### config.mk
export PLATFORM = sky130hd
export DESIGN_NAME = cbs_boot_select
export DESIGN_NICKNAME = d
export VERILOG_FILES = /design/src/verilog/cbs_pkg.sv /design/src/verilog/cbs_boot_select.sv
export VERILOG_INCLUDE_DIRS = /design/src /design/src/verilog
export SDC_FILE = /design/constraint.sdc
export NUM_CORES = 1
export LEC_CHECK = 0
export BUFFER_PORTS_ARGS = -buffer_cell sky130_fd_sc_hd__buf_4
export CORE_UTILIZATION = 61
export DETAILED_ROUTE_END_ITERATION = 8
export PLACE_DENSITY = 0.86
export SYNTH_ARGS = -nofsm -noshare
export SYNTH_HDL_FRONTEND = slang
export SYNTH_SLANG_ARGS = --single-unit
export TNS_END_PERCENT = 30
### constraint.sdc
create_clock -name sys_clk -period 6.2 [get_ports sys_clk]
set_clock_uncertainty 0.1 [all_clocks]
set_input_delay 0.62 -clock sys_clk [delete_from_list [all_inputs] [get_ports sys_clk]]
set_output_delay 0.62 -clock sys_clk [all_outputs]
set_load 0.01 [all_outputs]
### src/verilog/cbs_boot_map.svh
// Constants of the boot source selector
`ifndef CBS_BOOT_MAP_SVH
`define CBS_BOOT_MAP_SVH
`define CBS_SYS_CLK_HZ 250000000
`define CBS_CTL_EXT 2'h3
`define CBS_TYPE_CARD 2'h0
`define CBS_TYPE_RSVD 2'h1
`define CBS_TYPE_I2C 2'h2
`define CBS_TYPE_SPI 2'h3
`define CBS_BOOT_MODE_PINS_DIRECT 2'h2
`define CBS_HOST_1 2'h0
`define CBS_HOST_2 2'h1
`define CBS_HOST_3 2'h2
`define CBS_ACMD41_FAST_BIT 29
`define CBS_EXT_CSD_PART_BYTE 179
`define CBS_PART_LSB 3
`define CBS_PART_MSB 5
`define CBS_PART_USER 3'h0
`define CBS_PART_SD_BOOT 3'h1
`define CBS_I2C_DEV_ID 4'ha
`define CBS_I2C_CHIP_EN 3'h0
`define CBS_SPI_CS_INDEX 2'h1
`define CBS_ID_CLK_HZ 312500
`define CBS_RUN_CLK_HZ 16666000
`define CBS_I2C_CLK_HZ 400000
`define CBS_ACK_WAIT_MS 50
`define CBS_ID_CYC ((`CBS_SYS_CLK_HZ + `CBS_ID_CLK_HZ - 1) / `CBS_ID_CLK_HZ)
`define CBS_RUN_CYC ((`CBS_SYS_CLK_HZ + (`CBS_RUN_CLK_HZ / 2)) / `CBS_RUN_CLK_HZ)
`define CBS_I2C_CYC ((`CBS_SYS_CLK_HZ + `CBS_I2C_CLK_HZ - 1) / `CBS_I2C_CLK_HZ)
`define CBS_ACK_CYC (`CBS_ACK_WAIT_MS * (`CBS_SYS_CLK_HZ / 1000))
`endif

### src/verilog/cbs_pkg.sv
// Types of the boot source selector
package cbs_pkg;
  typedef struct packed {
    logic [1:0] boot_memory_controller_select;
    logic [1:0] boot_memory_type_select;
    logic [1:0] spare_size_fuse;
    logic [1:0] card_host_select;
    logic ecc_strength_fuse;
    logic bus_width_select;
    logic direct_boot_disable_fuse;
  } cbs_fuse_t;

  typedef enum logic [3:0] {
    S_IDLE = 4'h0,
    S_DECODE = 4'h1,
    S_ACK = 4'h2,
    S_VHI = 4'h3,
    S_VLO = 4'h4,
    S_CAP = 4'h5,
    S_PART = 4'h6,
    S_CARD_RUN = 4'h7,
    S_SPI = 4'h8,
    S_I2C = 4'h9,
    S_DIRECT = 4'ha,
    S_INVALID = 4'hb,
    S_FAIL = 4'hc
  } cbs_state_t;
endpackage
### src/verilog/cbs_boot_select.sv
// Boot source selection and card bring-up sequencer
// Notes on behaviour
// [RL1] Card boot uses one data line only
// [RL2] Card boot needs controller select 11
// [RL3] Card type 00 valid; 01,10,11 not cards
// [RL4] Spare fuse bit 0 drives ACMD41 bit 29
// [RL5] Host select 00/01/10 picks host 1/2/3
// [RL6] Identification runs card clock at 312.5 kHz
// [RL7] After identification card clock is 16.666 MHz
// [RL8] MMC: high voltage check, any capacity accepted
// [RL9] SD: high voltage first, low on failure
// [RL10] eMMC partition from byte 179, else user
// [RL11] Ack feature holds command line low
// [RL12] Card returns acknowledge on data line zero
// [RL13] Wait 50 ms for acknowledge, else MMC
// [RL14] SD partition failure means plain SD card
// [RL15] SD data bus never widened past one line
// [RL16] Serial ROM boot needs controller select 11
// [RL17] SPI width bit: 0 two-byte, 1 three-byte
// [RL18] Type 10 selects I2C, 11 selects SPI
// [RL19] SPI ROM sits on chip select one
// [RL20] I2C select byte is 1010 000 plus RW
// [RL21] I2C clock kept at or below 400 kHz
// [RL22] Pins 10 and fuse unblown: direct boot
// [RL23] Direct boot forces security controller non-secure
// [RL24] Reserved or unused encodings abandon the source
`timescale 1ns/100ps
`include "cbs_boot_map.svh"
`default_nettype none
module cbs_boot_select #(
  parameter int unsigned ACK_WAIT_CYC = `CBS_ACK_CYC
) (
  input wire logic sys_clk,
  input wire logic rst,
  input wire cbs_pkg::cbs_fuse_t fuse,
  input wire logic [1:0] boot_mode_pins,
  input wire logic card_is_mmc,
  input wire logic step_ok,
  input wire logic step_fail,
  input wire logic [7:0] ext_csd_179,
  input wire logic card_dat0_in,
  input wire logic i2c_read,
  output logic card_clk,
  output logic card_cmd_out,
  output logic card_cmd_oe_n,
  output logic card_wide_bus,
  output logic acmd41_fast_boot,
  output logic [2:0] card_host_onehot,
  output logic card_low_voltage,
  output logic emmc_boot_mode,
  output logic [2:0] boot_partition,
  output logic card_ready,
  output logic spi_boot,
  output logic spi_three_byte,
  output logic [1:0] spi_cs_index,
  output logic i2c_boot,
  output logic [7:0] i2c_select_byte,
  output logic i2c_tick,
  output logic direct_boot,
  output logic security_nonsecure,
  output logic config_invalid,
  output logic boot_fail
);
  localparam logic [9:0] ID_CYC = 10'(`CBS_ID_CYC);
  localparam logic [9:0] RUN_CYC = 10'(`CBS_RUN_CYC);
  localparam logic [9:0] I2C_CYC = 10'(`CBS_I2C_CYC);
  localparam logic [23:0] ACK_LAST = 24'(ACK_WAIT_CYC - 1);

  // ****************************************
  // Sequencer
  // ****************************************
  cbs_pkg::cbs_state_t state_ff, nxt_state;
  logic [23:0] ack_cnt_ff, nxt_ack_cnt;
  logic [2:0] part_ff, nxt_part;
  logic low_v_ff, nxt_low_v;
  logic ack_mode_ff, nxt_ack_mode;
  logic card_ok, serial_ok;

  always_comb begin
    nxt_state = state_ff;
    nxt_ack_cnt = ack_cnt_ff;
    nxt_part = part_ff;
    nxt_low_v = low_v_ff;
    nxt_ack_mode = ack_mode_ff;
    card_ok = (fuse.boot_memory_controller_select == `CBS_CTL_EXT) &&
              (fuse.card_host_select != 2'h3); // [RL2] [RL24]
    serial_ok = (fuse.boot_memory_controller_select == `CBS_CTL_EXT); // [RL16]
    unique case (state_ff)
      cbs_pkg::S_IDLE: nxt_state = cbs_pkg::S_DECODE;
      cbs_pkg::S_DECODE: begin
        nxt_ack_cnt = 24'h0;
        nxt_part = `CBS_PART_USER;
        nxt_low_v = 1'b0;
        nxt_ack_mode = 1'b0;
        if ((boot_mode_pins == `CBS_BOOT_MODE_PINS_DIRECT) && !fuse.direct_boot_disable_fuse) begin
          nxt_state = cbs_pkg::S_DIRECT; // [RL22]
        end else if (fuse.boot_memory_type_select == `CBS_TYPE_CARD && card_ok) begin
          nxt_state = (card_is_mmc && fuse.ecc_strength_fuse) ? cbs_pkg::S_ACK
                                                              : cbs_pkg::S_VHI; // [RL3]
        end else if (fuse.boot_memory_type_select == `CBS_TYPE_I2C && serial_ok) begin
          nxt_state = cbs_pkg::S_I2C; // [RL18]
        end else if (fuse.boot_memory_type_select == `CBS_TYPE_SPI && serial_ok) begin
          nxt_state = cbs_pkg::S_SPI; // [RL18]
        end else begin
          nxt_state = cbs_pkg::S_INVALID; // [RL24]
        end
      end
      cbs_pkg::S_ACK: begin
        if (!card_dat0_in) begin
          nxt_ack_mode = 1'b1; // [RL12] [RL13]
          nxt_state = cbs_pkg::S_VHI;
        end else if (ack_cnt_ff == ACK_LAST) begin
          nxt_state = cbs_pkg::S_VHI; // [RL13]
        end else begin
          nxt_ack_cnt = ack_cnt_ff + 24'h1;
        end
      end
      cbs_pkg::S_VHI: begin
        if (step_ok) begin
          nxt_state = cbs_pkg::S_CAP;
        end else if (step_fail) begin
          nxt_state = card_is_mmc ? cbs_pkg::S_FAIL : cbs_pkg::S_VLO; // [RL8] [RL9]
          nxt_low_v = !card_is_mmc; // [RL9]
        end
      end
      cbs_pkg::S_VLO: begin
        if (step_ok) begin
          nxt_state = cbs_pkg::S_CAP;
        end else if (step_fail) begin
          nxt_state = cbs_pkg::S_FAIL;
        end
      end
      cbs_pkg::S_CAP: begin
        if (step_ok || step_fail) begin
          nxt_state = cbs_pkg::S_PART; // [RL8]
        end
      end
      cbs_pkg::S_PART: begin
        if (card_is_mmc) begin
          nxt_part = ext_csd_179[`CBS_PART_MSB:`CBS_PART_LSB]; // [RL10]
          nxt_state = cbs_pkg::S_CARD_RUN;
        end else if (step_ok) begin
          nxt_part = `CBS_PART_SD_BOOT;
          nxt_state = cbs_pkg::S_CARD_RUN;
        end else if (step_fail) begin
          nxt_part = `CBS_PART_USER; // [RL14]
          nxt_state = cbs_pkg::S_CARD_RUN;
        end
      end
      cbs_pkg::S_CARD_RUN, cbs_pkg::S_SPI, cbs_pkg::S_I2C, cbs_pkg::S_DIRECT,
      cbs_pkg::S_INVALID, cbs_pkg::S_FAIL: begin
        nxt_state = state_ff;
      end
      default: nxt_state = cbs_pkg::S_FAIL;
    endcase
  end

  always_ff @(posedge sys_clk or posedge rst) begin
    if (rst) begin
      state_ff <= cbs_pkg::S_IDLE;
      ack_cnt_ff <= 24'h0;
      part_ff <= 3'h0;
      low_v_ff <= 1'b0;
      ack_mode_ff <= 1'b0;
    end else begin
      state_ff <= nxt_state;
      ack_cnt_ff <= nxt_ack_cnt;
      part_ff <= nxt_part;
      low_v_ff <= nxt_low_v;
      ack_mode_ff <= nxt_ack_mode;
    end
  end

  // ****************************************
  // Clock divider
  // ****************************************
  logic [9:0] div_cnt_ff, nxt_div_cnt, div_len;
  logic card_clk_ff, nxt_card_clk, i2c_tick_ff, nxt_i2c_tick;
  logic id_phase, card_phase;

  always_comb begin
    id_phase = (state_ff == cbs_pkg::S_VHI) || (state_ff == cbs_pkg::S_VLO) ||
               (state_ff == cbs_pkg::S_CAP) || (state_ff == cbs_pkg::S_PART) ||
               (state_ff == cbs_pkg::S_ACK);
    card_phase = id_phase || (state_ff == cbs_pkg::S_CARD_RUN);
    if (state_ff == cbs_pkg::S_CARD_RUN) begin
      div_len = RUN_CYC; // [RL7]
    end else if (state_ff == cbs_pkg::S_I2C) begin
      div_len = I2C_CYC; // [RL21]
    end else begin
      div_len = ID_CYC; // [RL6]
    end
    nxt_div_cnt = (div_cnt_ff >= div_len - 10'h1) ? 10'h0 : div_cnt_ff + 10'h1;
    nxt_card_clk = card_phase && (nxt_div_cnt < (div_len >> 1));
    nxt_i2c_tick = (state_ff == cbs_pkg::S_I2C) && (nxt_div_cnt == 10'h0);
  end

  always_ff @(posedge sys_clk or posedge rst) begin
    if (rst) begin
      div_cnt_ff <= 10'h0;
      card_clk_ff <= 1'b0;
      i2c_tick_ff <= 1'b0;
    end else begin
      div_cnt_ff <= nxt_div_cnt;
      card_clk_ff <= nxt_card_clk;
      i2c_tick_ff <= nxt_i2c_tick;
    end
  end

  // ****************************************
  // Output registers
  // ****************************************
  logic [2:0] host_ff, nxt_host;
  logic cmd_oe_n_ff, nxt_cmd_oe_n;
  logic flags_card_ff, flags_spi_ff, flags_i2c_ff, flags_dir_ff, flags_inv_ff;
  logic flags_fail_ff, fast_ff, three_ff, emmc_ff;
  logic nxt_card, nxt_spi, nxt_i2c, nxt_dir, nxt_inv, nxt_fail, nxt_fast, nxt_three;
  logic nxt_emmc;
  logic [7:0] sel_byte_ff, nxt_sel_byte;
  logic [1:0] spi_cs_ff, nxt_spi_cs;

  always_comb begin
    nxt_host = 3'h0;
    if (card_phase) begin
      unique case (fuse.card_host_select)
        `CBS_HOST_1: nxt_host = 3'h1; // [RL5]
        `CBS_HOST_2: nxt_host = 3'h2; // [RL5]
        `CBS_HOST_3: nxt_host = 3'h4; // [RL5]
        default: nxt_host = 3'h0;
      endcase
    end
    nxt_cmd_oe_n = !(nxt_state == cbs_pkg::S_ACK); // [RL11]
    nxt_card = (state_ff == cbs_pkg::S_CARD_RUN);
    nxt_spi = (state_ff == cbs_pkg::S_SPI);
    nxt_i2c = (state_ff == cbs_pkg::S_I2C);
    nxt_dir = (state_ff == cbs_pkg::S_DIRECT);
    nxt_inv = (state_ff == cbs_pkg::S_INVALID);
    nxt_fail = (state_ff == cbs_pkg::S_FAIL);
    nxt_fast = card_phase && !card_is_mmc && fuse.spare_size_fuse[0]; // [RL4]
    nxt_three = nxt_spi && fuse.bus_width_select; // [RL17]
    nxt_emmc = nxt_card && ack_mode_ff; // [RL13]
    nxt_sel_byte = nxt_i2c ? {`CBS_I2C_DEV_ID, `CBS_I2C_CHIP_EN, i2c_read} : 8'h00; // [RL20]
    nxt_spi_cs = nxt_spi ? `CBS_SPI_CS_INDEX : 2'h0; // [RL19]
  end

  always_ff @(posedge sys_clk or posedge rst) begin
    if (rst) begin
      host_ff <= 3'h0;
      cmd_oe_n_ff <= 1'b1;
      flags_card_ff <= 1'b0;
      flags_spi_ff <= 1'b0;
      flags_i2c_ff <= 1'b0;
      flags_dir_ff <= 1'b0;
      flags_inv_ff <= 1'b0;
      flags_fail_ff <= 1'b0;
      fast_ff <= 1'b0;
      three_ff <= 1'b0;
      emmc_ff <= 1'b0;
      sel_byte_ff <= 8'h00;
      spi_cs_ff <= 2'h0;
    end else begin
      host_ff <= nxt_host;
      cmd_oe_n_ff <= nxt_cmd_oe_n;
      flags_card_ff <= nxt_card;
      flags_spi_ff <= nxt_spi;
      flags_i2c_ff <= nxt_i2c;
      flags_dir_ff <= nxt_dir;
      flags_inv_ff <= nxt_inv;
      flags_fail_ff <= nxt_fail;
      fast_ff <= nxt_fast;
      three_ff <= nxt_three;
      emmc_ff <= nxt_emmc;
      sel_byte_ff <= nxt_sel_byte;
      spi_cs_ff <= nxt_spi_cs;
    end
  end

  assign card_clk = card_clk_ff;
  assign card_cmd_out = 1'b0;
  assign card_cmd_oe_n = cmd_oe_n_ff;
  assign card_wide_bus = 1'b0; // [RL1] [RL15]
  assign acmd41_fast_boot = fast_ff;
  assign card_host_onehot = host_ff;
  assign card_low_voltage = low_v_ff;
  assign emmc_boot_mode = emmc_ff;
  assign boot_partition = part_ff;
  assign card_ready = flags_card_ff;
  assign spi_boot = flags_spi_ff;
  assign spi_three_byte = three_ff;
  assign spi_cs_index = spi_cs_ff; // [RL19]
  assign i2c_boot = flags_i2c_ff;
  assign i2c_select_byte = sel_byte_ff;
  assign i2c_tick = i2c_tick_ff;
  assign direct_boot = flags_dir_ff;
  assign security_nonsecure = flags_dir_ff; // [RL23]
  assign config_invalid = flags_inv_ff;
  assign boot_fail = flags_fail_ff;

  // ****************************************
  // Assertions
  // ****************************************
  a_direct_nonsec: assert property (@(posedge sys_clk) disable iff (rst) // [RL23]
    state_ff == cbs_pkg::S_DIRECT |=> direct_boot && security_nonsecure)
    else $error("direct boot without non-secure state");
  a_rsvd_type: assert property (@(posedge sys_clk) disable iff (rst) // [RL24]
    state_ff == cbs_pkg::S_DECODE && fuse.boot_memory_type_select == `CBS_TYPE_RSVD &&
    !(boot_mode_pins == `CBS_BOOT_MODE_PINS_DIRECT && !fuse.direct_boot_disable_fuse)
    |=> ##1 config_invalid)
    else $error("reserved type not rejected");
  a_ctl_gate: assert property (@(posedge sys_clk) disable iff (rst) // [RL2]
    state_ff == cbs_pkg::S_DECODE && fuse.boot_memory_controller_select != `CBS_CTL_EXT
    |=> state_ff inside {cbs_pkg::S_DIRECT, cbs_pkg::S_INVALID})
    else $error("boot source chosen without select 11");
  a_cmd_low_ack: assert property (@(posedge sys_clk) disable iff (rst) // [RL11]
    state_ff == cbs_pkg::S_ACK |-> !card_cmd_oe_n)
    else $error("command line released during ack wait");
  a_ack_bound: assert property (@(posedge sys_clk) disable iff (rst) // [RL13]
    state_ff == cbs_pkg::S_ACK |-> ack_cnt_ff <= ACK_LAST)
    else $error("ack wait overran");
  a_sd_low_v: assert property (@(posedge sys_clk) disable iff (rst) // [RL9]
    state_ff == cbs_pkg::S_VHI && step_fail && !step_ok && !card_is_mmc
    |=> state_ff == cbs_pkg::S_VLO && card_low_voltage)
    else $error("no low voltage retry");
  a_run_fast: assert property (@(posedge sys_clk) disable iff (rst) // [RL7]
    state_ff == cbs_pkg::S_CARD_RUN && $past(state_ff) == cbs_pkg::S_CARD_RUN
    |-> div_cnt_ff < RUN_CYC)
    else $error("run clock not fast");
  a_id_slow: assert property (@(posedge sys_clk) disable iff (rst) // [RL6]
    id_phase && $rose(card_clk_ff) && $past(id_phase) |-> (card_clk_ff || !id_phase)[*8])
    else $error("identification clock too fast");
  a_i2c_byte: assert property (@(posedge sys_clk) disable iff (rst) // [RL20]
    i2c_boot |-> i2c_select_byte[7:1] == 7'h50)
    else $error("bad i2c select byte");
  a_one_line: assert property (@(posedge sys_clk) disable iff (rst) // [RL15]
    card_ready |-> !card_wide_bus)
    else $error("bus widened");
  c_card_run: cover property (@(posedge sys_clk) disable iff (rst) card_ready);
  c_emmc_ack: cover property (@(posedge sys_clk) disable iff (rst) emmc_boot_mode);
  c_spi_boot: cover property (@(posedge sys_clk) disable iff (rst) spi_boot && spi_three_byte);
  c_direct: cover property (@(posedge sys_clk) disable iff (rst) direct_boot);
endmodule
`default_nettype wire

Word-level counts from Yosys, hierarchy flattened. Index checks and enable logic that the tools add are counted.

Reductions and logical operators: 33. Magnitude comparators: 2. Equal/unequal tests: 27. $add $sub $neg: 3. Mux-type cells: 36.

Operators with widths (number): $mux 4 (13); $mux 24 (2); $pmux 24 s2 (1); $pmux 4 s8 (1); $add 24x1->24 const B (1); $eq 24x24->1 const B (1); $eq 4x4->1 const B (5); $mux 10 (2); $eq 4x3->1 const B (4); $eq 4x2->1 const B (3); $logic_and 1x1->1 (12); $mux 3 (4); $ne 2x2->1 const B (6); $add 10x1->10 const B (1); $eq 2x2->1 const B (5); $ge 10x10->1 (1); $logic_not 10->1 (1); $lt 10x9->1 (1); $sub 10x1->10 const B (1); $mux 9 (1); $pmux 3 s3 (1); $mux 8 (1); $logic_or 1x1->1 (6); $pmux 3 s2 (1); other kinds (13) (26).

Output and inout port bits: 32. Word-level logic and storage cells: 122. Bits in registers: 67. Bits of input ports: 28.

Depth between registers and ports, before layout. Gate-level depths: netlist of run 1.

Word-level depth: 9. Gate-level depth with buffers: 20. Depth with buffers taken out: 18.

Worst setup path after synthesis of run 1. OpenSTA, ideal clock, no wires.

Path kind: flip-flop to flip-flop. Start point: reg state_ff[3]. End point: reg card_clk_ff, in the netlist card_clk. Data required time: 6.035 ns. Period minus slack after synthesis: 3.651 ns. Library setup time: 0.065 ns. Buffers on the path: 2. Arrival time: 3.486 ns. Slack: 2.549 ns. Stages on the path, launching flop included: 21. Cell sequence: dfrtp_1 > buf_2 > inv_1 > nor2_1 > nand2_1 > inv_1 > nor2_1 > inv_1 > ha_1 > a21o_1 > a21oi_1 > o31ai_1 > or2_2 > clkbuf_1 > nor2_1 > ha_1 > and4_1 > nand3_1 > nor2_1 > a2111oi_0 > o221a_2.

Cells in the longest elaborated chain, start to end: 8. Elaborated cells between the ends (all ways): 19. Classes of those cells: add/sub (1); order compare (2); eq/ne (7); mux (3); reduce/logical (6).

RTL lines: start, declared (line cbs_boot_select.sv:72) `cbs_pkg::cbs_state_t state_ff, nxt_state;`; start signal, assigned (line cbs_boot_select.sv:160) `state_ff <= cbs_pkg::S_IDLE;`; start signal, assigned (line cbs_boot_select.sv:166) `state_ff <= nxt_state;`; $eq 4x4->1; net nxt_i2c (line cbs_boot_select.sv:217) `logic nxt_card, nxt_spi, nxt_i2c, nxt_dir, nxt_inv, nxt_fail, nxt_fast, nxt_three;`; $mux 9 (line cbs_boot_select.sv:188) `end else if (state_ff == cbs_pkg::S_I2C) begin`; $mux 10 (line cbs_boot_select.sv:186) `if (state_ff == cbs_pkg::S_CARD_RUN) begin`; $sub 10x1->10 (line cbs_boot_select.sv:193) `nxt_div_cnt = (div_cnt_ff >= div_len - 10'h1) ? 10'h0 : div_cnt_ff + 10'h1;`; $ge 10x10->1 (line cbs_boot_select.sv:193); $mux 10 (line cbs_boot_select.sv:193); net nxt_div_cnt[8] (line cbs_boot_select.sv:177) `logic [9:0] div_cnt_ff, nxt_div_cnt, div_len;`; $lt 10x9->1 (line cbs_boot_select.sv:194) `nxt_card_clk = card_phase && (nxt_div_cnt < (div_len >> 1));`; $logic_and 1x1->1 (line cbs_boot_select.sv:194); net nxt_card_clk (line cbs_boot_select.sv:178) `logic card_clk_ff, nxt_card_clk, i2c_tick_ff, nxt_i2c_tick;`; end signal, assigned (line cbs_boot_select.sv:205) `card_clk_ff <= nxt_card_clk;`; end, declared (line cbs_boot_select.sv:178).

The timed path passes the listed nets, and every way through them passes these cells. A chain may end at the register's enable or synchronous reset.

Final worst setup path of run 1. Same ends and word-level chain as after synthesis.

==> results.py, run 1 <==
metrics = {
    "sta": {
        "hold_ws_ns": 0.3469,
        "slew_headroom_pct": 48.58,
        "finalMaxSlewViolations": 0,
        "maxClockFrequency_mhz": 226.5,
        "min_period_over_period_pct": 71.22,
        "hold_viol": 0,
        "tns_ns": 0,
        "finalSetupViolations": 0,
        "period_needed_ns": 4.415,
        "worst_pin_slew_ns": 0.7643,
        "rsz0062_at_grt": "no",
    },
    "power": {
        "peakVddDrop_mv": 0.1622,
        "p_leak_nw": 1.827,
        "powerDensity_nw_per_um2": 198.7,
    },
    "global_route": {
        "grt_pass1_wl_mm": 13.08,
        "grtUsageTotal_pct": 27.80,
        "grt_pass1_vias": 2931,
        "antenna_found_initial": 0,
        "grt_overflow": 0,
        "grt_max_degree": 60,
    },
    "layout": {
        "syn2layout_area_growth_pct": 15.79,
        "layout_common_cells": "dfrtp_1, buf_4, nor2_1",
        "fin_nets": 455,
        "utilization_pct": 73.35,
        "n_antenna_cell": 0,
        "final_common_cell": "dfrtp_1",
        "drive_gt1_share_pct": 19.61,
    },
    "cts": {
        "path_clk_slew_ns": 0.07,
        "clk_latency_ns": 0.35,
        "clock_path_buffers": 2,
        "postCtsSetupBuffers": 0,
        "ctsHoldBuffers": 0,
        "ctsResizeCount": 0,
        "clockRootBuffer": "clkbuf_8",
        "cts_num_sinks": 59,
        "htree_levels": 3,
        "cts_tree": "yes",
        "cts_buffers": 9,
    },
    "worst_setup_path": {
        "end_kind": "register",
        "path_class": "reg -> reg",
        "required_ns": 6.40,
        "cp_max_fo": 11,
        "crit_path_max_incr_delay_ns": 0.59,
        "crit_chain": "inv_1, nor2_1, nand2_1, inv_1, nor2_1, inv_1, ha_1, a21o_1, a21oi_1, o31ai_1, or2_2, nor2_1, ha_1, and4_1, nand3_1, nor2_1, a2111oi_0, o221a_2",
        "cp-start-kind": "register",
        "reg2reg_depth": 18,
        "cpMaxStageDelayCell": "dfrtp_1",
        "crit_arrival_ns": 4.61,
        "path_common_cell": "nor2_1",
    },
    "synth": {
        "yosysSeqAreaShare_pct": 42.10,
        "synth_enable_flop_cells": 0,
        "synth_top_area_cell": "dfrtp_1",
        "syn_area_um2": 3510,
        "synthArstFlopShare_pct": 100.0,
        "synth_area_leaders": "dfrtp_1, ha_1, nor2_1",
        "yosysWarnings": 0,
        "ys_types": 67,
        "ys_seq_elements": 59,
        "synth_top_area_share_pct": 41.35,
        "synthCells": 365,
        "yosys_most_used_dff": "dfrtp_1",
        "syn_area_per_cell_um2": 9.615,
    },
    "die": {
        "core-area_um2": 5540,
        "die_area_um2": 6061,
        "fp.dieH_um": 77.85,
        "ios": 60,
        "rows": 27,
        "start_util_pct": 63.35,
        "die_w_um": 77.85,
    },
    "drt": {
        "num_vias": 2966,
        "drt-initial-drc-count": 234,
        "wire_per_inst_um": 15.65,
        "wl_mm": 7.591,
        "drt_first_pass_iters": 4,
        "detail_route.vias_per_cell": 6.115,
        "drc": 0,
        "final_antenna_net_count": 0,
    },
    "hold_path": {
        "min_path_cells": 2,
        "hp-class": "in -> reg",
    },
    "placed_design": {
        "dp_hpwl_mm": 5.343,
        "place.gp.congestion": 0.8830,
        "numPortBuffers": 45,
    },
    "outcome": {
        "status": "finished, final reports clean",
    },
    "job": {
        "cap_violations": 0,
    },
}
## state kept, by name, indices dropped and copies added (netlist names), 2 cells and up
| name | flops |
|---|---|
| ack_cnt_ff | 24 |
| boot_partition | 3 |
| card_host_onehot | 3 |
| div_cnt_ff | 10 |
| i2c_select_byte | 2 |
| state_ff | 4 |
## worst paths after layout
check	endpoint	slack [ns]	start
worst max-delay path	card_clk$_DFF_PP0_	1.78	state_ff[3]$_DFF_PP0_
worst min-delay path	card_host_onehot[1]$_DFF_PP0_	0.35	fuse[4]
worst max register to register	card_clk$_DFF_PP0_	1.78	state_ff[3]$_DFF_PP0_
worst min register to register	emmc_boot_mode$_DFF_PP0_	0.38	ack_mode_ff$_DFFE_PP0P_
max in group asynchronous	acmd41_fast_boot$_DFF_PP0_	5.16	rst
min in group asynchronous	ack_cnt_ff[19]$_DFFE_PP0P_	0.37	rst
## synthesized netlist by cell type, types with 4 or more instances
library cell	number
nand3_1	18
inv_1	10
nand2_1	26
nor2b_1	4
nor3b_1	4
buf_4	13
ha_1	19
nor2_1	43
a21oi_1	14
clkbuf_1	7
nor4_1	4
and4_1	4
and3_1	4
o21ai_0	8
xor2_1	15
nand4_1	15
a211oi_1	4
a32o_1	4
o211ai_1	4
xnor2_1	9
dfrtp_1	58
or3_1	6
o31ai_1	4
nand2b_1	4
and2_1	4
nor3_1	7
## cells by family (layout without fill, tap and decap cells)
logic type / after synthesis / after routing / share of synthesized area [%]
compound gates: 67 / 67 / 14.80
xor+xnor: 24 / 24 / 5.990
other cells: 2 / 9 / 0.2140
mux: 3 / 3 / 0.8913
fa+ha+maj: 19 / 19 / 6.774
simple gates: 159 / 159 / 24.17
flops: 59 / 59 / 42.10
buf+inv: 32 / 73 / 5.062
## worst max-delay path, delay by kind of cell, from the launching register on
family | cells | cell delay (ns)
and+or+nand+nor | 8 | 1.52
AOI/OAI and AO/OA | 5 | 1.13
DFF | 1 | 0.59
adders and majority gates | 2 | 0.53
buffers and inverters | 3 | 0.49
## stage by stage
stage | power [mW] | cells | area, µm² | setup WS (ns)
floorplan | 0.4130 | 372 | 3536 | 2.549
global placement | 0.4251 | 469 | 3847 | 2.087
detailed placement | 0.4261 | 469 | 3847 | 1.927
CTS | 0.8123 | 485 | 4064 | 1.873
global route | 0.8352 | 485 | 4064 | 1.432
finish | 0.8074 | 485 | 4064 | 1.785
## routing by layer
metal	vias to the layer above	wire [µm]	global-route usage, %
met2	110	3755	44.34
li1	1400	-	-
met4	0	125	13.40
met5	-	0	0
met1	1441	3241	34.87
met3	15	468	7.529
## layout make-up
| type | count | area (µm²) |
|---|---|---|
| tap | 72 | 90.09 |
| sequential | 59 | 1478 |
| clock buffer | 9 | 123.9 |
| inverter | 10 | 37.54 |
| clock inverter | 7 | 92.59 |
| multi-input combinational | 281 | 1889 |
| fill | 391 | 1476 |
| timing repair buffer | 47 | 352.8 |
## where the power goes
group          internal [mW]  leakage (nW)  switching, mW
combinational         0.0137         0.983         0.0187
clock                  0.224         0.101          0.164
sequential             0.385         0.743       0.000967
total                  0.623          1.83          0.184
(Power assumes the default switching activity.)
==> run 2: changes to the inputs <==
- CORE_UTILIZATION: 61 -> 51
- PLACE_DENSITY: 0.86 -> 0.76
- clock period: 6.2 -> 3.55 ns (I/O delays scaled with it)
==> results.py, run 2 (synthesis gave the netlist of run 1 again) <==
metrics = {
    "cts": {
        "clk_latency_ns": 0.35,
        "cts_num_sinks": 59,
        "htree_levels": 3,
        "path_clk_slew_ns": 0.07,
        "cts_tree": "yes",
        "cts_buffers": 9,
        "postCtsSetupBuffers": 0,
        "clockRootBuffer": "clkbuf_8",
        "clock_path_buffers": 2,
    },
    "worst_setup_path": {
        "cp_num_buf_inv": 2,
        "cp_max_fo": 5,
        "path_common_cell": "nor2_2",
        "crit_chain": "nand4b_1, inv_2, nor2_2, inv_1, ha_4, a21o_1, a21oi_2, o31ai_2, or2_4, nor2_2, ha_1, and4_1, nand3_1, nor2_1, a2111oi_2, o221a_2",
        "cp-start-kind": "register",
        "reg2reg_depth": 16,
        "end_kind": "register",
        "crit_arrival_ns": 3.54,
        "r2r_start": "state_ff[3]$_DFF_PP0_",
        "reg2reg_setup_slack_ns": 0.20,
        "cpMaxStageDelayCell": "dfrtp_1",
        "required_ns": 3.74,
        "endpoint": "card_clk$_DFF_PP0_",
        "crit_family": "simple AND/OR/NAND/NOR gates",
        "cp-startpoint": "state_ff[3]$_DFF_PP0_",
        "path_depth": 16,
        "crit_path_max_incr_delay_ns": 0.40,
        "r2r-end": "card_clk$_DFF_PP0_",
        "path_class": "reg -> reg",
    },
    "drt": {
        "num_vias": 2943,
        "final_antenna_net_count": 0,
        "wire_per_inst_um": 15.61,
        "drt-initial-drc-count": 156,
        "wl_mm": 7.913,
        "detail_route.vias_per_cell": 5.805,
        "drt_first_pass_iters": 7,
        "drc": 9,
    },
    "die": {
        "die_w_um": 84.96,
        "rows": 29,
        "ios": 60,
        "fp.dieH_um": 84.96,
        "start_util_pct": 54.04,
        "core-area_um2": 6495,
        "die_area_um2": 7217,
    },
    "placed_design": {
        "place_ws_ns": -0.00002731,
        "place.gp.congestion": 0.8487,
        "dp_hpwl_mm": 5.578,
        "numPortBuffers": 45,
    },
    "power": {
        "peakVddDrop_mv": 0.1934,
        "powerDensity_nw_per_um2": 337.0,
        "p_leak_nw": 1.932,
    },
    "sta": {
        "hold_ws_ns": 0.08781,
        "finalMaxSlewViolations": 0,
        "maxClockFrequency_mhz": 298.2,
        "finalSetupViolations": 0,
        "hold_viol": 0,
        "fin_ws_ns": 0.1961,
        "worst_pin_slew_ns": 0.8977,
        "period_needed_ns": 3.354,
        "min_period_over_period_pct": 94.48,
        "slew_headroom_pct": 39.60,
    },
    "global_route": {
        "grt_pass1_wl_mm": 12.97,
        "antenna_found_initial": 0,
        "grtUsageTotal_pct": 22.70,
        "grt_pass1_vias": 2770,
        "grt_max_degree": 41,
        "grt_overflow": 0,
    },
    "layout": {
        "regMostFlops": "ack_cnt_ff",
        "n_antenna_cell": 0,
        "reg_top3": "ack_cnt_ff (24), div_cnt_ff (10), state_ff (4)",
        "syn2layout_area_growth_pct": 21.50,
        "drive_gt1_share_pct": 25.81,
        "fin_nets": 472,
        "largest_register_ffs": 24,
        "layout_common_cells": "buf_4, dfrtp_1, nor2_1",
        "final_common_cell": "buf_4",
    },
    "job": {
        "cap_violations": 0,
    },
    "outcome": {
        "status": "finished with violations",
        "violations": "DRC",
    },
    "hold_path": {
        "hp-class": "in -> reg",
    },
}
[run 2: cell count changes in the layout (fill, tap and decap cells not counted), sizes merged]
cell         delta
clkbuf          +2
clkinv          +1
clkinvlp        -3
dlygate4sd3     +1
buf            +15
or2             +1
[run 2: worst min path at each step]
stage                 start                            end  slack [ns]  cells after the start
floorplan           fuse[4]  card_host_onehot[1]$_DFF_PP0_        0.32                      1
global placement        rst     ack_cnt_ff[17]$_DFFE_PP0P_        0.28                      2
detailed placement      rst     ack_cnt_ff[17]$_DFFE_PP0P_        0.28                      2
CTS                 fuse[4]  card_host_onehot[1]$_DFF_PP0_        0.08                      2
global route        fuse[4]  card_host_onehot[1]$_DFF_PP0_        0.09                      2
finish              fuse[4]  card_host_onehot[1]$_DFF_PP0_        0.09                      2
[run 2: worst register-to-register path, cell delays in order, from the launching register on]
cell and delay [ns]:
dfrtp_1 0.40, nand4b_1 0.25, inv_2 0.10, nor2_2 0.05
inv_1 0.11, ha_4 0.22, a21o_1 0.17, a21oi_2 0.16
o31ai_2 0.10, or2_4 0.31, nor2_2 0.14, ha_1 0.24
and4_1 0.20, nand3_1 0.10, nor2_1 0.07, a2111oi_2 0.35
o221a_2 0.24
[run 2: per-layer routing]
layer,part of all wire [%],up-vias,global-route usage [%]
li1,-,1434,-
met1,46,1398,30.94
met2,47,97,35.19
met3,5.6,14,4.669
met4,1.8,0,9.861
met5,0,-,0
[run 2: cell type report]
class	instances	area, µm²
Timing Repair Buffer	63	475.5
Sequential cell	59	1478
Clock inverter	5	75.07
Inverter	10	37.54
Multi-Input combinational cell	282	1951
Fill cell	502	2231
Tap cell	77	96.34
Clock buffer	11	151.4
[run 2: report_power, final]
group | internal (mW) | switching (mW) | total [mW]
logic | 0.0253 | 0.0340 | 0.0594
registers | 0.673 | 0.00122 | 0.674
clock network | 0.430 | 0.274 | 0.704
total | 1.13 | 0.309 | 1.44
[run 2: what timing repair did]
action | CTS | global route
resized for setup | 2 | 7
setup endpoints to repair | 1 | 1
pin swaps | 0 | 1
hold buffers | 1 | 0
gates cloned | 0 | 1
endpoints found under the hold margin | 19 | 0
[run 2: stage by stage]
step / area, µm² / instances / TNS, ns / utilization (%) / power, mW
floorplan: 3576 / 372 / 0 / - / 0.7216
global placement: 3981 / 489 / 0 / 61.30 / 0.7439
detailed placement: 3981 / 489 / -0.00002731 / 61.30 / 0.7452
CTS: 4222 / 506 / 0 / 65.00 / 1.447
global route: 4264 / 507 / -0.01730 / 65.65 / 1.488
finish: 4264 / 507 / 0 / 65.65 / 1.437
==> run 3: changes to the inputs <==
- CORE_UTILIZATION: 51 -> 56
- GPL_ROUTABILITY_DRIVEN: default -> 0
- PLACE_DENSITY: 0.76 -> 0.8
- clock period: 3.55 -> 3.25 ns (I/O delays scaled with it)
==> results.py, run 3 (synthesis gave the netlist of run 1 again) <==
metrics = {
    "hold_path": {
        "min_path_cells": 2,
        "hp-class": "in -> reg",
        "min-delay-start": "fuse[3]",
        "worstHoldEndpoint": "card_host_onehot[0]$_DFF_PP0_",
    },
    "power": {
        "power.internal_mw": 1.111,
        "powerDensity_nw_per_um2": 328.0,
        "netSwitchingFraction_pct": 23.38,
        "netSwitchingPower_uw": 339.0,
        "seq_power_share_pct": 50.8,
        "power_frac_clock_pct": 44.6,
        "peakVddDrop_mv": 0.2370,
        "pwr-share-comb_pct": 4.6,
        "p_leak_nw": 1.979,
    },
    "layout": {
        "fin_nets": 484,
        "reg_top3": "ack_cnt_ff (24), div_cnt_ff (10), state_ff (4)",
        "largest_register_ffs": 24,
        "drive_gt1_share_pct": 30.39,
        "n_antenna_cell": 0,
        "regMostFlops": "ack_cnt_ff",
        "fillers": 437,
        "utilization_pct": 73.79,
        "final_common_cell": "buf_4",
        "multi_input_area_um2": 2062,
        "seq_area_um2": 1479,
        "layout_common_cells": "buf_4, dfrtp_1, nor2_1",
        "syn2layout_area_growth_pct": 25.95,
    },
    "worst_setup_path": {
        "cp_num_buf_inv": 2,
        "crit_family": "simple AND/OR/NAND/NOR gates",
        "cp-start-kind": "register",
        "reg2reg_depth": 17,
        "end_kind": "register",
        "r2r-end": "card_clk$_DFF_PP0_",
        "crit_chain": "nor2b_4, nand2_4, inv_2, nor2_2, inv_2, ha_4, a21o_1, a21oi_2, o31ai_4, or2_4, nor2_4, ha_4, and4_1, nand3_2, nor3_2, a311oi_1, o221a_2",
        "path_class": "reg -> reg",
        "cp_max_fo": 5,
        "crit_path_max_incr_delay_ns": 0.40,
        "cpMaxStageDelayCell": "dfrtp_1",
        "reg2reg_setup_slack_ns": -0.02,
        "required_ns": 3.38,
        "r2r_start": "state_ff[0]$_DFF_PP0_",
        "crit_arrival_ns": 3.40,
    },
    "sta": {
        "slew_headroom_pct": 48.22,
        "hold_viol": 0,
        "finalSetupViolations": 1,
        "min_period_over_period_pct": 100.5,
        "maxClockFrequency_mhz": 306.0,
        "tns_ns": -0.01775,
        "rsz0062_at_grt": "yes",
        "period_needed_ns": 3.268,
        "finalMaxSlewViolations": 0,
        "fin_ws_ns": -0.01775,
        "worst_pin_slew_ns": 0.7696,
    },
    "drt": {
        "drc": 0,
        "wl_mm": 8.137,
        "drt_first_pass_iters": 4,
        "detail_route.vias_per_cell": 5.826,
        "wire_per_inst_um": 15.77,
        "drt-initial-drc-count": 241,
        "final_antenna_net_count": 0,
        "num_vias": 3006,
    },
    "die": {
        "fp.dieH_um": 81.17,
        "start_util_pct": 58.58,
        "rows": 28,
        "die_area_um2": 6588,
        "core-area_um2": 5991,
        "ios": 60,
        "die_w_um": 81.17,
    },
    "job": {
        "cap_violations": 0,
    },
    "cts": {
        "clock_path_buffers": 2,
        "cts_tree": "yes",
        "path_clk_slew_ns": 0.07,
        "cts_num_sinks": 59,
        "clk_latency_ns": 0.34,
        "htree_levels": 3,
        "cts_buffers": 9,
        "clockRootBuffer": "clkbuf_8",
    },
    "global_route": {
        "grt_pass1_wl_mm": 12.72,
        "grtUsageTotal_pct": 25.58,
        "grt_pass1_vias": 2687,
        "grt_max_degree": 40,
        "antenna_found_initial": 0,
        "grt_overflow": 0,
    },
    "placed_design": {
        "dp_hpwl_mm": 5.740,
        "numPortBuffers": 45,
    },
    "outcome": {
        "status": "finished with violations",
        "violations": "setup timing",
    },
}
## run 3: changes by cell type in the layout (fill, tap and decap cells not counted), sizes merged
cell	previous run	this run
clkinv	3	2
bufinv	2	1
buf	62	74
clkbuf	11	10
clkinvlp	0	2
## run 3: final cells by class
type                            instances  share of cell area [%]
Clock buffer                           10                   2.887
Timing Repair Buffer                   75                   12.79
Sequential cell                        59                   33.46
Tap cell                               75                   2.123
Inverter                               10                  0.8491
Multi-Input combinational cell        282                   46.65
Clock inverter                          5                   1.245
## run 3: per-stage QoR
step                hold WS [ns]  setup slack, ns  cell area [µm²]  cells  total power, mW
floorplan                 0.2948          -0.1309             3676    372           0.7893
global placement          0.2628         -0.03842             4118    494           0.8134
detailed placement        0.2612          -0.1405             4118    494           0.8153
CTS                      0.06826         0.006029             4362    512            1.456
global route             0.07230          -0.1787             4420    516            1.505
finish                   0.08566         -0.01775             4420    516            1.450
## run 3: worst max path at each step
stage                          to                  start  cells past startpoint
2_1_floorplan  card_clk$_DFF_PP0_  state_ff[2]$_DFF_PP0_                     18
3_3_place_gp   card_clk$_DFF_PP0_  state_ff[1]$_DFF_PP0_                     15
3_5_place_dp   card_clk$_DFF_PP0_  state_ff[1]$_DFF_PP0_                     16
4_1_cts        card_clk$_DFF_PP0_  state_ff[2]$_DFF_PP0_                     14
5_1_grt        card_clk$_DFF_PP0_  state_ff[3]$_DFF_PP0_                     18
6_report       card_clk$_DFF_PP0_  state_ff[0]$_DFF_PP0_                     17
## run 3: repair_timing
item | in CTS | in global routing
resized for setup | 8 | 7
hold buffers | 1 | 0
buffers inserted | 1 | 4
gates cloned | 1 | 0
endpoints found under the hold margin | 20 | 0
pin swaps | 3 | 7
setup endpoints to repair | 1 | 1
## run 3: power groups by stage
stage	sequential, mW	clock (mW)	combinational [mW]
after global placement	0.750	0	0.0634
after detailed placement	0.750	0	0.0652
after floorplan	0.750	0	0.0395
after global routing	0.736	0.693	0.0753
after CTS	0.736	0.653	0.0668
final	0.736	0.647	0.0670
## run 3: per-layer routing
layer	vias to the layer above	global-route usage, %	routed length [µm]
li1	1469	-	-
met1	1424	35.14	3653
met2	103	40.67	3889
met3	10	4.157	495
met4	0	9.107	99
met5	-	0	0
